$ cat src/design/mscp_pkg.sv
// Constants shared by the multilane serial configuration port.
// Assumes a 250 MHz system clock that oversamples all serial pins.
package mscp_pkg;

    // Port width selections held in the channel-select mode field
    typedef enum logic [1:0] {
        MODE_1B_2W = 2'h0,
        MODE_1B_3W = 2'h1,
        MODE_2B = 2'h2,
        MODE_4B = 2'h3
    } mscp_mode_t;

    // Transfer phases of the serial sequencer
    typedef enum logic [1:0] {
        ST_INSTR,
        ST_WRITE,
        ST_READ
    } mscp_state_t;

    // Register addresses
    localparam logic [4:0] ADDR_CHANNEL_SELECT = 5'h00;
    localparam logic [4:0] ADDR_FUNC_CFG_ONE = 5'h01;
    localparam logic [4:0] ADDR_FUNC_CFG_TWO = 5'h02;

    // Reset values
    localparam logic [7:0] CHANNEL_SELECT_RST = 8'hF0;
    localparam logic [23:0] FUNC_CFG_ONE_RST = 24'h000000;
    localparam logic [15:0] FUNC_CFG_TWO_RST = 16'h0000;

    // Channel-select field layout; bit 3 must stay zero
    localparam int CS_LSB_FIRST_BIT = 0;
    localparam int CS_MODE_LO = 1;
    localparam int CS_CHAN_EN_LO = 4;
    localparam logic [7:0] CS_WRITE_MASK = 8'hF7;

    // Instruction byte layout
    localparam int INSTR_READ_BIT = 7;
    localparam int INSTR_ADDR_W = 5;

    // Queued channel write: {mask, addr, byte number, data}
    localparam int CHAN_WORD_W = 4 + INSTR_ADDR_W + 2 + 8;

    // Data lanes in use for a given port width
    function automatic logic [2:0] lane_count(input logic [1:0] mode);
        unique case (mode)
            MODE_2B: lane_count = 3'h2;
            MODE_4B: lane_count = 3'h4;
            default: lane_count = 3'h1;
        endcase
    endfunction

    // Register length in bytes by address
    function automatic logic [2:0] reg_len(input logic [4:0] addr);
        unique case (addr)
            5'h00: reg_len = 3'h1;
            5'h01, 5'h03, 5'h06: reg_len = 3'h3;
            5'h02, 5'h05, 5'h07: reg_len = 3'h2;
            default: reg_len = 3'h4;
        endcase
    endfunction

endpackage

$ cat src/design/mscp_port.sv
// Serial configuration port: decodes the host's 1/2/4-lane serial
// stream, holds the control registers and queues channel writes.
// Assumes the serial clock is far slower than sys_clk_i (at least
// four system cycles per serial phase); all pins are asynchronous.

// Notes on behaviour
// - Mode field bits 2:1 pick 2-wire, 3-wire, 2-bit or 4-bit width.
// - Reset leaves the port in single-bit 2-wire mode.
// - 2-wire mode uses lane 0 both ways; lane 1 carries no data.
// - 3-wire mode takes input on lane 0 and drives reads on lane 2.
// - In 1-bit and 2-bit modes lane 3 is the abort input.
// - Lanes 1 and 2, when free of data, serve as ramp control inputs.
// - Single-bit modes allow MSB-first, LSB-first and abort.
// - 2-bit mode takes two bits per rising edge, same phases.
// - In 2-bit mode lane 0 has even bits, lane 1 odd bits.
// - 4-bit mode takes four bits per edge; no abort then.
// - Capture on rising serial edges, launch reads after falling ones.
// - Serial clock may stall high or low without losing place.
// - Channel enables act as soon as their byte is written.
// - Function-config bytes wait in the buffer for an update strobe; mode and LSB-first bits act at transfer end.
// - Channel enables steer which channels take a channel write.
// - Instruction byte: bit 7 read, bits 4:0 address, 6:5 ignored.
// - Abort high ends the transfer, registers kept; restart when low.
// - Channel-select bit 0 sets LSB-first, instruction byte included.
// - Chip select high suspends the transfer and floats the lanes.
module mscp_port
    import mscp_pkg::*;
#(
    parameter int FIFO_DEPTH = 8
) (
    // Clock and reset
    input wire logic sys_clk_i,
    input wire logic rst_n_i,
    // Serial pins from the host
    input wire logic sclk_i,
    input wire logic chip_select_n_i,
    input wire logic [3:0] sdio_i,
    output logic [3:0] sdio_o,
    output logic [3:0] sdio_oe_n_o,
    // Update strobe pin
    input wire logic io_update_i,
    // Active configuration
    output logic [3:0] chan_en_o,
    output logic [1:0] port_mode_o,
    output logic lsb_first_o,
    output logic [23:0] function_config_one_o,
    output logic [15:0] function_config_two_o,
    output logic [1:0] amplitude_ramp_control_o,
    // Channel register writes
    output logic chan_wr_valid_o,
    input wire logic chan_wr_ready_i,
    output logic [3:0] chan_wr_mask_o,
    output logic [4:0] chan_wr_addr_o,
    output logic [1:0] chan_wr_byte_o,
    output logic [7:0] chan_wr_data_o,
    output logic chan_wr_overflow_o
);
    // Synchronised pins
    logic [6:0] sync_w;
    logic sclk_s;
    logic csn_s;
    logic [3:0] sdio_s;
    logic upd_s;

    logic sclk_prev_q;
    logic upd_prev_q;
    logic rise;
    logic fall;
    logic active;
    logic abort;

    mscp_state_t state_q;
    logic [2:0] edge_q;
    logic [1:0] byte_q;
    logic [7:0] shift_q;
    logic [7:0] byte_d;
    logic [4:0] addr_q;
    logic [2:0] len_q;
    logic [1:0] mode_q;
    logic lsb_q;
    logic boundary_q;

    logic [2:0] lanes;
    logic [2:0] nb;
    logic [2:0] grp;
    logic last_edge;
    logic last_byte;
    logic [1:0] bytenum;
    logic step;
    logic byte_done;
    logic xfer_end;

    logic [7:0] csr_q;
    logic [23:0] fr1_buf_q;
    logic [15:0] fr2_buf_q;
    logic [7:0] rd_byte;
    logic [3:0] drive_mask;

    logic pend_q;
    logic [CHAN_WORD_W-1:0] pend_word_q;
    logic fifo_in_ready;
    logic [CHAN_WORD_W-1:0] fifo_out;

    mscp_sync #(
        .WIDTH(7)
    ) u_sync (
        .clk_i(sys_clk_i),
        .rst_n_i(rst_n_i),
        .d_i({io_update_i, sdio_i, chip_select_n_i, sclk_i}),
        .q_o(sync_w)
    );

    assign sclk_s = sync_w[0];
    assign csn_s = sync_w[1];
    assign sdio_s = sync_w[5:2];
    assign upd_s = sync_w[6];

    // Edge detection on the sampled serial clock and strobe
    always_ff @(posedge sys_clk_i or negedge rst_n_i) begin
        if (!rst_n_i) begin
            sclk_prev_q <= 1'b0;
            upd_prev_q <= 1'b0;
        end else begin
            sclk_prev_q <= sclk_s;
            upd_prev_q <= upd_s;
        end
    end

    // Edges count only while selected, so a stall keeps position
    assign rise = sclk_s && !sclk_prev_q;
    assign fall = !sclk_s && sclk_prev_q;
    assign active = !csn_s;
    assign abort = (mode_q != MODE_4B) && sdio_s[3];

    // Geometry of the current width
    assign lanes = lane_count(mode_q);
    assign nb = 3'((4'h8 / {1'b0, lanes}) - 4'h1);
    assign grp = lsb_q ? edge_q : 3'(nb - edge_q);
    assign last_edge = edge_q == nb;
    assign last_byte = {1'b0, byte_q} == 3'(len_q - 3'h1);
    assign bytenum = lsb_q ? byte_q : 2'(len_q - 3'h1 - {1'b0, byte_q});
    assign step = rise && active && !abort;

    // Lane k of group g lands on bit g*lanes+k, so lane 0 holds even bits
    always_comb begin
        int idx;
        idx = 0;
        byte_d = shift_q;
        for (int k = 0; k < 4; k++) begin
            if (k < int'(lanes)) begin
                idx = int'(grp) * int'(lanes) + k;
                byte_d[idx[2:0]] = sdio_s[k];
            end
        end
    end

    assign byte_done = step && last_edge && (state_q == ST_WRITE);
    assign xfer_end = step && last_edge && last_byte && (state_q != ST_INSTR);

    // Transfer sequencer
    always_ff @(posedge sys_clk_i or negedge rst_n_i) begin
        if (!rst_n_i) begin
            state_q <= ST_INSTR;
            edge_q <= 3'h0;
            byte_q <= 2'h0;
            shift_q <= 8'h00;
            addr_q <= 5'h00;
            len_q <= 3'h1;
        end else if (abort) begin
            // Only completed bytes have been stored; drop the partial one
            state_q <= ST_INSTR;
            edge_q <= 3'h0;
            byte_q <= 2'h0;
        end else if (step) begin
            shift_q <= byte_d;
            edge_q <= last_edge ? 3'h0 : edge_q + 3'h1;
            if (last_edge) begin
                unique case (state_q)
                    ST_INSTR: begin
                        // Bits 6:5 of the instruction are ignored
                        addr_q <= byte_d[INSTR_ADDR_W-1:0];
                        len_q <= reg_len(byte_d[INSTR_ADDR_W-1:0]);
                        byte_q <= 2'h0;
                        state_q <= byte_d[INSTR_READ_BIT] ? ST_READ : ST_WRITE;
                    end
                    ST_WRITE, ST_READ: begin
                        byte_q <= byte_q + 2'h1;
                        if (last_byte) begin
                            state_q <= ST_INSTR;
                        end
                    end
                    default: state_q <= ST_INSTR;
                endcase
            end
        end
    end

    // Width and ordering change only between transfers; one cycle late so
    // a write to the mode field in the final byte is already stored
    always_ff @(posedge sys_clk_i or negedge rst_n_i) begin
        if (!rst_n_i) begin
            boundary_q <= 1'b0;
            mode_q <= MODE_1B_2W;
            lsb_q <= 1'b0;
        end else begin
            boundary_q <= xfer_end || abort;
            if (boundary_q) begin
                mode_q <= csr_q[CS_MODE_LO +: 2];
                lsb_q <= csr_q[CS_LSB_FIRST_BIT];
            end
        end
    end

    // Port buffer: each completed byte is stored at once
    always_ff @(posedge sys_clk_i or negedge rst_n_i) begin
        if (!rst_n_i) begin
            csr_q <= CHANNEL_SELECT_RST;
            fr1_buf_q <= FUNC_CFG_ONE_RST;
            fr2_buf_q <= FUNC_CFG_TWO_RST;
        end else if (byte_done) begin
            unique case (addr_q)
                ADDR_CHANNEL_SELECT: csr_q <= byte_d & CS_WRITE_MASK;
                ADDR_FUNC_CFG_ONE: fr1_buf_q[8*bytenum +: 8] <= byte_d;
                ADDR_FUNC_CFG_TWO: begin
                    if (bytenum[1] == 1'b0) begin
                        fr2_buf_q[8*bytenum[0] +: 8] <= byte_d;
                    end
                end
                default: ;
            endcase
        end
    end

    // Active copies follow the buffer only on an update strobe
    always_ff @(posedge sys_clk_i or negedge rst_n_i) begin
        if (!rst_n_i) begin
            function_config_one_o <= FUNC_CFG_ONE_RST;
            function_config_two_o <= FUNC_CFG_TWO_RST;
        end else if (upd_s && !upd_prev_q) begin
            function_config_one_o <= fr1_buf_q;
            function_config_two_o <= fr2_buf_q;
        end
    end

    // Status of the port itself
    always_ff @(posedge sys_clk_i or negedge rst_n_i) begin
        if (!rst_n_i) begin
            chan_en_o <= CHANNEL_SELECT_RST[CS_CHAN_EN_LO +: 4];
            port_mode_o <= MODE_1B_2W;
            lsb_first_o <= 1'b0;
        end else begin
            chan_en_o <= csr_q[CS_CHAN_EN_LO +: 4];
            port_mode_o <= mode_q;
            lsb_first_o <= lsb_q;
        end
    end

    // Lanes free of data double as ramp inputs
    always_ff @(posedge sys_clk_i or negedge rst_n_i) begin
        if (!rst_n_i) begin
            amplitude_ramp_control_o <= 2'h0;
        end else begin
            amplitude_ramp_control_o[0] <= (mode_q == MODE_1B_2W || mode_q == MODE_1B_3W)
                && sdio_s[1];
            amplitude_ramp_control_o[1] <= (mode_q == MODE_1B_2W || mode_q == MODE_2B)
                && sdio_s[2];
        end
    end

    // Read source; channel registers live outside and read as zero
    always_comb begin
        unique case (addr_q)
            ADDR_CHANNEL_SELECT: rd_byte = csr_q;
            ADDR_FUNC_CFG_ONE: rd_byte = fr1_buf_q[8*bytenum +: 8];
            ADDR_FUNC_CFG_TWO: rd_byte = bytenum[0] ? fr2_buf_q[15:8] : fr2_buf_q[7:0];
            default: rd_byte = 8'h00;
        endcase
    end

    // Lanes that carry read data in each width
    always_comb begin
        unique case (mode_q)
            MODE_1B_2W: drive_mask = 4'h1;
            MODE_1B_3W: drive_mask = 4'h4;
            MODE_2B: drive_mask = 4'h3;
            default: drive_mask = 4'hF;
        endcase
    end

    // Read launch after each falling edge; host owns the lanes until then
    always_ff @(posedge sys_clk_i or negedge rst_n_i) begin
        if (!rst_n_i) begin
            sdio_o <= 4'h0;
            sdio_oe_n_o <= 4'hF;
        end else if (state_q != ST_READ || !active || abort) begin
            sdio_oe_n_o <= 4'hF;
        end else if (fall) begin
            sdio_oe_n_o <= ~drive_mask;
            if (mode_q == MODE_1B_3W) begin
                sdio_o <= {1'b0, rd_byte[grp], 2'h0};
            end else begin
                for (int k = 0; k < 4; k++) begin
                    sdio_o[k] <= (k < int'(lanes))
                        ? rd_byte[3'(int'(grp) * int'(lanes) + k)] : 1'b0;
                end
            end
        end
    end

    // One channel byte waits for the FIFO; another arriving meanwhile is
    // lost and flagged, as a serial host cannot be stalled
    always_ff @(posedge sys_clk_i or negedge rst_n_i) begin
        if (!rst_n_i) begin
            pend_q <= 1'b0;
            pend_word_q <= '0;
            chan_wr_overflow_o <= 1'b0;
        end else if (byte_done && addr_q > ADDR_FUNC_CFG_TWO) begin
            if (!pend_q || fifo_in_ready) begin
                pend_q <= 1'b1;
                pend_word_q <= {csr_q[CS_CHAN_EN_LO +: 4], addr_q, bytenum, byte_d};
            end else begin
                chan_wr_overflow_o <= 1'b1;
            end
        end else if (fifo_in_ready) begin
            pend_q <= 1'b0;
        end
    end

    mscp_fifo #(
        .WIDTH(CHAN_WORD_W),
        .DEPTH(FIFO_DEPTH)
    ) u_fifo (
        .clk_i(sys_clk_i),
        .rst_n_i(rst_n_i),
        .in_valid_i(pend_q),
        .in_ready_o(fifo_in_ready),
        .in_data_i(pend_word_q),
        .out_valid_o(chan_wr_valid_o),
        .out_ready_i(chan_wr_ready_i),
        .out_data_o(fifo_out)
    );

    assign chan_wr_mask_o = fifo_out[18:15];
    assign chan_wr_addr_o = fifo_out[14:10];
    assign chan_wr_byte_o = fifo_out[9:8];
    assign chan_wr_data_o = fifo_out[7:0];
endmodule

$ cat src/design/mscp_sync.sv
// Two-stage synchroniser for a bundle of asynchronous levels.
// Assumes each bit is an independent level; no bus coherence.
module mscp_sync #(
    parameter int WIDTH = 1
) (
    // Clock and reset
    input wire logic clk_i,
    input wire logic rst_n_i,
    // Levels
    input wire logic [WIDTH-1:0] d_i,
    output logic [WIDTH-1:0] q_o
);
    logic [WIDTH-1:0] meta_q;

    // First stage feeds only the second
    always_ff @(posedge clk_i or negedge rst_n_i) begin
        if (!rst_n_i) begin
            meta_q <= '0;
            q_o <= '0;
        end else begin
            meta_q <= d_i;
            q_o <= meta_q;
        end
    end
endmodule

$ cat src/design/mscp_fifo.sv
// Synchronous FIFO with a registered output stage.
// Assumes DEPTH is a power of two; both sides use valid/ready.
module mscp_fifo #(
    parameter int WIDTH = 8,
    parameter int DEPTH = 8
) (
    // Clock and reset
    input wire logic clk_i,
    input wire logic rst_n_i,
    // Fill side
    input wire logic in_valid_i,
    output logic in_ready_o,
    input wire logic [WIDTH-1:0] in_data_i,
    // Drain side
    output logic out_valid_o,
    input wire logic out_ready_i,
    output logic [WIDTH-1:0] out_data_o
);
    localparam int PW = $clog2(DEPTH);
    localparam logic [PW:0] FULL = (PW+1)'(DEPTH);

    logic [WIDTH-1:0] mem [DEPTH];
    logic [PW-1:0] wptr_q;
    logic [PW-1:0] rptr_q;
    logic [PW:0] count_q;
    logic push;
    logic pop;

    assign in_ready_o = count_q != FULL;
    assign push = in_valid_i && in_ready_o;
    // Refill the output stage when it is empty or being taken
    assign pop = (count_q != '0) && (!out_valid_o || out_ready_i);

    // Storage array
    always_ff @(posedge clk_i) begin
        if (push) begin
            mem[wptr_q] <= in_data_i;
        end
    end

    // Pointers and fill level
    always_ff @(posedge clk_i or negedge rst_n_i) begin
        if (!rst_n_i) begin
            wptr_q <= '0;
            rptr_q <= '0;
            count_q <= '0;
        end else begin
            if (push) wptr_q <= wptr_q + 1'b1;
            if (pop) rptr_q <= rptr_q + 1'b1;
            count_q <= count_q + (PW+1)'(push) - (PW+1)'(pop);
        end
    end

    // Output register
    always_ff @(posedge clk_i or negedge rst_n_i) begin
        if (!rst_n_i) begin
            out_valid_o <= 1'b0;
            out_data_o <= '0;
        end else if (pop) begin
            out_valid_o <= 1'b1;
            out_data_o <= mem[rptr_q];
        end else if (out_ready_i) begin
            out_valid_o <= 1'b0;
        end
    end
endmodule

$ cat config.mk
export PLATFORM = sky130hd
export DESIGN_NAME = mscp_port
export DESIGN_NICKNAME = d
export VERILOG_FILES = /design/src/design/mscp_pkg.sv /design/src/design/mscp_port.sv /design/src/design/mscp_sync.sv /design/src/design/mscp_fifo.sv
export SDC_FILE = /design/constraint.sdc
export NUM_CORES = 1
export LEC_CHECK = 0
export BUFFER_PORTS_ARGS = -buffer_cell sky130_fd_sc_hd__buf_2
export CAP_MARGIN = 30
export CORE_UTILIZATION = 25
export CTS_CLUSTER_SIZE = 16
export DETAILED_ROUTE_END_ITERATION = 8
export PLACE_DENSITY_LB_ADDON = 0.08
export REMOVE_ABC_BUFFERS = 1
export SLEW_MARGIN = 10
export SYNTH_ARGS = -nofsm -noshare
export SYNTH_HDL_FRONTEND = slang
export SYNTH_SLANG_ARGS = --single-unit
$ cat constraint.sdc
create_clock -name sys_clk_i -period 10.7 [get_ports sys_clk_i]
set_input_delay 1.07 -clock sys_clk_i [delete_from_list [all_inputs] [get_ports sys_clk_i]]
set_output_delay 1.07 -clock sys_clk_i [all_outputs]
set_load 0.01 [all_outputs]
# After elaboration in Yosys (flattened, before gate mapping)
# Memory sizes are Yosys's and may differ from the RTL's. A register that Yosys moved wholly into a read port is not among the register bits.
# Index checks and enable logic that the tools add are counted.
# totals
register_bits	179
ramBits	152
input_bits	10
out_inout_bits	78
wordCells	223
mem_count	1
# op_classes
n_addsub	15
n_mul	1
div_mod_pow	1
order_cmp	18
n_eq_ne	20
shift	5
mux	66
n_bitwise	5
reduce_logical	60
# memory_table
name	depth	width	read_ports	rd_ports_with_merged_regs	write_ports	line	source
u_fifo.mem	8	19	1	1	1	mscp_fifo.sv:22	logic [WIDTH-1:0] mem [DEPTH];
# ops
operator	n
$mux W8	5
$neg A4 Y34	1
$neg A5 Y34	1
$shift A8 B34 Y16 const A	1
$shift A8 B34 Y24 const A	1
$shiftx A8 B34 Y16	1
$shiftx A8 B34 Y24	1
$bwmux W8	4
$bwmux W24	1
$mux W1	24
$pmux W8 S3	1
$shiftx A24 B6 Y8	1
$lt A3 B4 Y1 const B	5
$lt A3 B5 Y1 const B	4
$logic_and A1 B1 Y1	19
$mux W2	9
$bwmux W16	1
$bmux W1 S3	5
$eq A5 B2 Y1 const B	3
$eq A5 B3 Y1 const B	3
$reduce_and A2 Y1	7
$demux W1 S3	4
$ge A3 B1 Y1 const B	4
$mux W3	4
41 further kinds	81

# Depth between registers and ports, before layout
# depth
depth_word	24
depth_mapped	18
depth_no_buf	17

# Modules after synthesis
# From an unflattened synthesis, not the netlist that was laid out.
# hier_totals
hier_cells	1095
area_unflattened_um2	15292.2
# modules_own_cells
module	instances	cells_per_inst	area_per_inst_um2	seq_area_each_um2
mscp_port	1	675	7664.9	3870.0
mscp_fifo	1	406	7277.0	5315.1
mscp_sync	1	14	350.3	350.3

# Worst setup path after synthesis
# No wires, ideal clock.
# synth_timing
path_kind	register to register
startpoint	register mode_q[1]
endpoint	register len_q[0]
setup_ps	80
t_arrival_ps	4233
required_time_ps	10620
path_slack_ps	6388
stages_incl_launch_ff	19
n_path_buf	1
period_less_slack_ps	4312
path_cell_list	dfrtp_1 > buf_2 > nand2_1 > clkinv_1 > fa_1 > nor2b_1 > nor3_1 > ha_1 > or3b_2 > mux2i_1 > nor4b_4 > inv_1 > ha_1 > nand2_1 > mux2i_1 > mux2i_1 > mux2i_1 > or3_1 > a32o_1
# synth_between
elab_chain_len	22
elab_cells_between_ends	60
classes_between	5 x add/sub; 1 x mul; 1 x div; 12 x order compare; 10 x eq/ne; 19 x mux; 1 x bitwise; 11 x reduce/logical
# synth_lines
item	line	source
from (decl)	mscp_port.sv:79	logic [1:0] mode_q;
from (signal assigned)	mscp_port.sv:208	mode_q <= csr_q[CS_MODE_LO +: 2];
parallel branches: the longest is 22 deep, another holds $div A4 B3 Y4	--	
to (signal assigned)	mscp_port.sv:182	len_q <= reg_len(byte_d[INSTR_ADDR_W-1:0]);
to (decl)	mscp_port.sv:78	logic [2:0] len_q;
# Parallel ways; which one is timed is not known.
# A chain may end at the register's enable or synchronous reset.

# Worst setup path after layout
# Same ends and word-level chain as after synthesis.

==> results.json <==
{
  "status": "finished with violations",
  "violations_in_the_final_reports": "DRC",
  "irDropWorstVdd_mv": 0.102,
  "grt_start_max_net_pins": 76,
  "grt_antenna_before_repair": 0,
  "post-synth-top-area-cell": "sky130_fd_sc_hd__dfrtp_1",
  "grt_overflow_total": 0,
  "route.detailed.wl_per_inst_um": 20.8,
  "finalCriticalPeriod_ps": 5220,
  "synth_ff_type": "sky130_fd_sc_hd__dfrtp_1",
  "cpMaxStageDelayCell": "sky130_fd_sc_hd__dfrtp_1",
  "die_width_um": 247,
  "synth_top_cells_by_area": "sky130_fd_sc_hd__dfrtp_1 (31%), sky130_fd_sc_hd__edfxtp_1 (30%), sky130_fd_sc_hd__mux2_2 (6.1%)",
  "synth_mux_area_share_pct": 15.6,
  "synth_adder_area_share_pct": 2.52,
  "cp_top_family": "simple AND/OR/NAND/NOR gates",
  "critical_path_required_ps": 11200,
  "quantity_of_gates_resized_following_cts": 0,
  "max-clock-path-buffers": 3,
  "hold_worst_slack_ps": 345,
  "combinational_family_with_the_most_area_after_synthesis": "multiplexers",
  "clock_pin_slew_worst_setup_and_hold_paths_ps": 60,
  "clockRootBuffer": "sky130_fd_sc_hd__clkbuf_16",
  "layout.nets": 1215,
  "initial_core_util_pct": 25.3,
  "crit-reg2reg-capture": "len_q[0]",
  "finalSetupViolations": 0,
  "drt_iter0_markers": 415,
  "hp-class": "register to register",
  "synth_top_cell_area_share_pct": 30.9,
  "fin_worst_skew_ps": 15.5,
  "cts_hold_buffers": 0,
  "final_layout_size_suffix_gt1_share_pct": 27.3,
  "area.growth.synth_to_final_pct": 19.6,
  "synthDistinctLibCells": 67,
  "post-cts-setup-buffers": 0,
  "core.rowCount": 89,
  "syn_area_per_cell_um2": 14.1,
  "crit_chain": "nand2_1, clkinv_1, fa_1, nor2b_1, nor3_1, ha_1, or3b_2, mux2i_1, nor4b_4, inv_1, ha_1, nand2_1, mux2i_1, mux2i_1, mux2i_1, o21ai_0, a32o_1",
  "post-place-cells": 1902,
  "max_slew_margin_pct": 34.2,
  "globalplace.congestion": 0.781,
  "final_clock_period_utilization_by_the_worst_path_pct": 48.8,
  "track_usage_pct": 14.0,
  "syn_area_mm2": 0.0150,
  "yosys.area_share.xor_xnor_pct": 0.986,
  "crit_type": "register to register",
  "detailed_place_hpwl_mm": 27.1,
  "portBuffers": 87,
  "synth_compound_gate_area_share_pct": 7.03,
  "core_region_area_mm2": 0.0591,
  "postRouteAntennaNets": 0,
  "measured_slew_at_the_worst_slew_check_pin_ps": 978,
  "area_fraction_in_and_or_nand_and_nor_cells_after_synthesis_pct": 8.21,
  "max_clock_freq_ghz": 0.192,
  "drt_drc_violations_left": 12,
  "synth_enable_flop_cells": 152,
  "fp.dieArea_mm2": 0.0609,
  "firstDrtPassIters": 8,
  "worstHoldPathCells": 0,
  "postLayoutSetupSlackWorst_ps": 5480,
  "standby_leakage_power_nw": 7.25,
  "fillCellCount": 5945,
  "insertion_delay_ps": 580,
  "ys.warnings.count": 0,
  "critical_path_arrival_ps": 5720,
  "clock_sink_count": 350,
  "final_cells": 1985,
  "critical_path.max_fanout": 17,
  "via_count_of_the_first_global_routing_pass": 9570,
  "pre_cts_ws_ps": 5480,
  "h-tree-depth": 2,
  "multiInputGateArea_mm2": 0.00519,
  "drv.max_cap_violation_count": 0,
  "finalWirelength_mm": 41.3,
  "fraction_of_the_yosys_area_taken_by_sequential_cells_pct": 63.7,
  "first_pass_grt_wire_length_mm": 63.1,
  "synth-seq-cells": 350,
  "worstHoldEndpoint": "u_sync.q_o[3]",
  "crit_path_frequent_cell": "sky130_fd_sc_hd__mux2i_1",
  "num_vias": 8929,
  "final-max-slew-violation-count": 0,
  "setup_repair_after_global_routing_missed_its_margin": "false",
  "depth_of_the_worst_register_to_register_path": 17,
  "floorplan.io_pins": 88,
  "finalHoldViolCount": 0,
  "vias_per_cell": 4.50,
  "syn-instance-count": 1065,
  "tritoncts": "done",
  "timing.critical_path.to_type": "register",
  "cts-buffers-inserted": 43,
  "r2r_setup_slack_ps": 5480,
  "async_flop_share_pct": 56.6,
  "worstSetupStartpointType": "register",
  "power_density_relative_to_cell_area_mw_per_mm2": 190,
  "cpPeakStageDelay_ps": 590,
  "sequential_cell_area_mm2": 0.00954,
  "timing.setup.tns_ps": 0,
  "r2r-start": "mode_q[1]",
  "hold_path.startpoint": "u_sync.meta_q[3]",
  "die_height_um": 247,
  "worstPathBufferInverterCount": 2
}
[cell usage in the layout (no fill, tap or decap), types with 10 or more instances in the layout]
cell	instances
sky130_fd_sc_hd__clkbuf_16	43
sky130_fd_sc_hd__nor2_1	92
sky130_fd_sc_hd__dfrtp_1	183
sky130_fd_sc_hd__clkbuf_1	12
sky130_fd_sc_hd__dfstp_2	13
sky130_fd_sc_hd__nor3_1	10
sky130_fd_sc_hd__o21ai_0	28
sky130_fd_sc_hd__nand2b_1	20
sky130_fd_sc_hd__a21oi_1	65
sky130_fd_sc_hd__ha_1	27
sky130_fd_sc_hd__buf_4	23
sky130_fd_sc_hd__nand3_1	20
sky130_fd_sc_hd__mux2i_1	54
sky130_fd_sc_hd__mux2_2	81
sky130_fd_sc_hd__a22o_1	29
sky130_fd_sc_hd__buf_2	86
sky130_fd_sc_hd__edfxtp_1	152
sky130_fd_sc_hd__nand2_1	68
sky130_fd_sc_hd__inv_1	23
sky130_fd_sc_hd__mux4_2	38
[layer usage]
layer / global-route usage (%) / up-vias / wire, µm
met1: 17.9 / 4577 / 18500
met2: 23.8 / 126 / 20300
met3: 2.32 / 64 / 1280
met4: 4.94 / 0 / 1190
met5: 0 / - / 0
li1: - / 4162 / -
[through the flow]
stage	total power [mW]	area, µm²	util, %
global placement	1.94	16400	27.7
global route	3.57	17900	30.3
finish	3.41	17900	30.3
detailed placement	1.94	16400	27.8
floorplan	1.78	14800	-
CTS	3.48	17900	30.2
[how the worst max path moves through the flow]
stage                     cells after the start      start       end  slack (ps)
after floorplan                              17  mode_q[1]  len_q[0]        6400
after global placement                       17  mode_q[1]  len_q[0]        5620
after detailed placement                     17  mode_q[1]  len_q[0]        5480
after CTS                                    17  mode_q[1]  len_q[0]        5450
after global routing                         17  mode_q[1]  len_q[0]        4930
final                                        17  mode_q[1]  len_q[0]        5480
[Yosys cell counts (8+ instances only)]
library cell / number
sky130_fd_sc_hd__mux4_2: 38
sky130_fd_sc_hd__mux2_2: 81
sky130_fd_sc_hd__dfrtp_1: 185
sky130_fd_sc_hd__nand2b_1: 21
sky130_fd_sc_hd__clkbuf_1: 28
sky130_fd_sc_hd__buf_1: 9
sky130_fd_sc_hd__nand2_1: 68
sky130_fd_sc_hd__a21oi_1: 66
sky130_fd_sc_hd__nor3_1: 12
sky130_fd_sc_hd__nor2_1: 92
sky130_fd_sc_hd__nand3_1: 20
sky130_fd_sc_hd__edfxtp_1: 152
sky130_fd_sc_hd__a22o_1: 29
sky130_fd_sc_hd__nor2b_1: 8
sky130_fd_sc_hd__ha_1: 27
sky130_fd_sc_hd__xnor2_1: 8
sky130_fd_sc_hd__o21ai_0: 28
sky130_fd_sc_hd__mux2i_1: 54
sky130_fd_sc_hd__inv_1: 23
sky130_fd_sc_hd__dfstp_2: 13
[layout make-up]
class | instances | area share, %
Clock buffer | 64 | 6.95
Tap cell | 773 | 5.40
Antenna cell | 1 | 0.0140
Multi-Input combinational cell | 643 | 28.9
Inverter | 25 | 0.524
Clock inverter | 16 | 1.22
Sequential cell | 350 | 53.2
Timing Repair Buffer | 113 | 3.71
[kinds of logic (layout without fill, tap and decap cells)]
kind of cell    after synthesis  count (layout)
compound gates              165             165
other cells                   1               2
xor+xnor                     16              16
simple gates                258             258
fa+ha+maj                    29              29
flops                       350             350
mux                         174             174
buf+inv                      72             218
[sequential cells by signal, indices dropped and copies added, names as in the netlist, 3 cells and up]
| register | flops |
|---|---|
| addr_q | 5 |
| chan_en_o | 4 |
| csr_q | 7 |
| edge_q | 3 |
| fr1_buf_q | 24 |
| fr2_buf_q | 16 |
| function_config_one_o | 24 |
| function_config_two_o | 16 |
| len_q | 3 |
| pend_word_q | 19 |
| sdio_o | 4 |
| sdio_oe_n_o | 4 |
| shift_q | 8 |
| u_fifo.count_q | 4 |
| u_fifo.mem | 152 |
| u_fifo.out_data_o | 19 |
| u_fifo.rptr_q | 3 |
| u_fifo.wptr_q | 3 |
| u_sync.meta_q | 7 |
| u_sync.q_o | 7 |
[report_power, final]
group	internal (mW)	switching (mW)
Clock	0.909	0.597
Sequential	1.44	0.0495
Combinational	0.175	0.235
No activity file was read; power rests on OpenSTA's default activity.
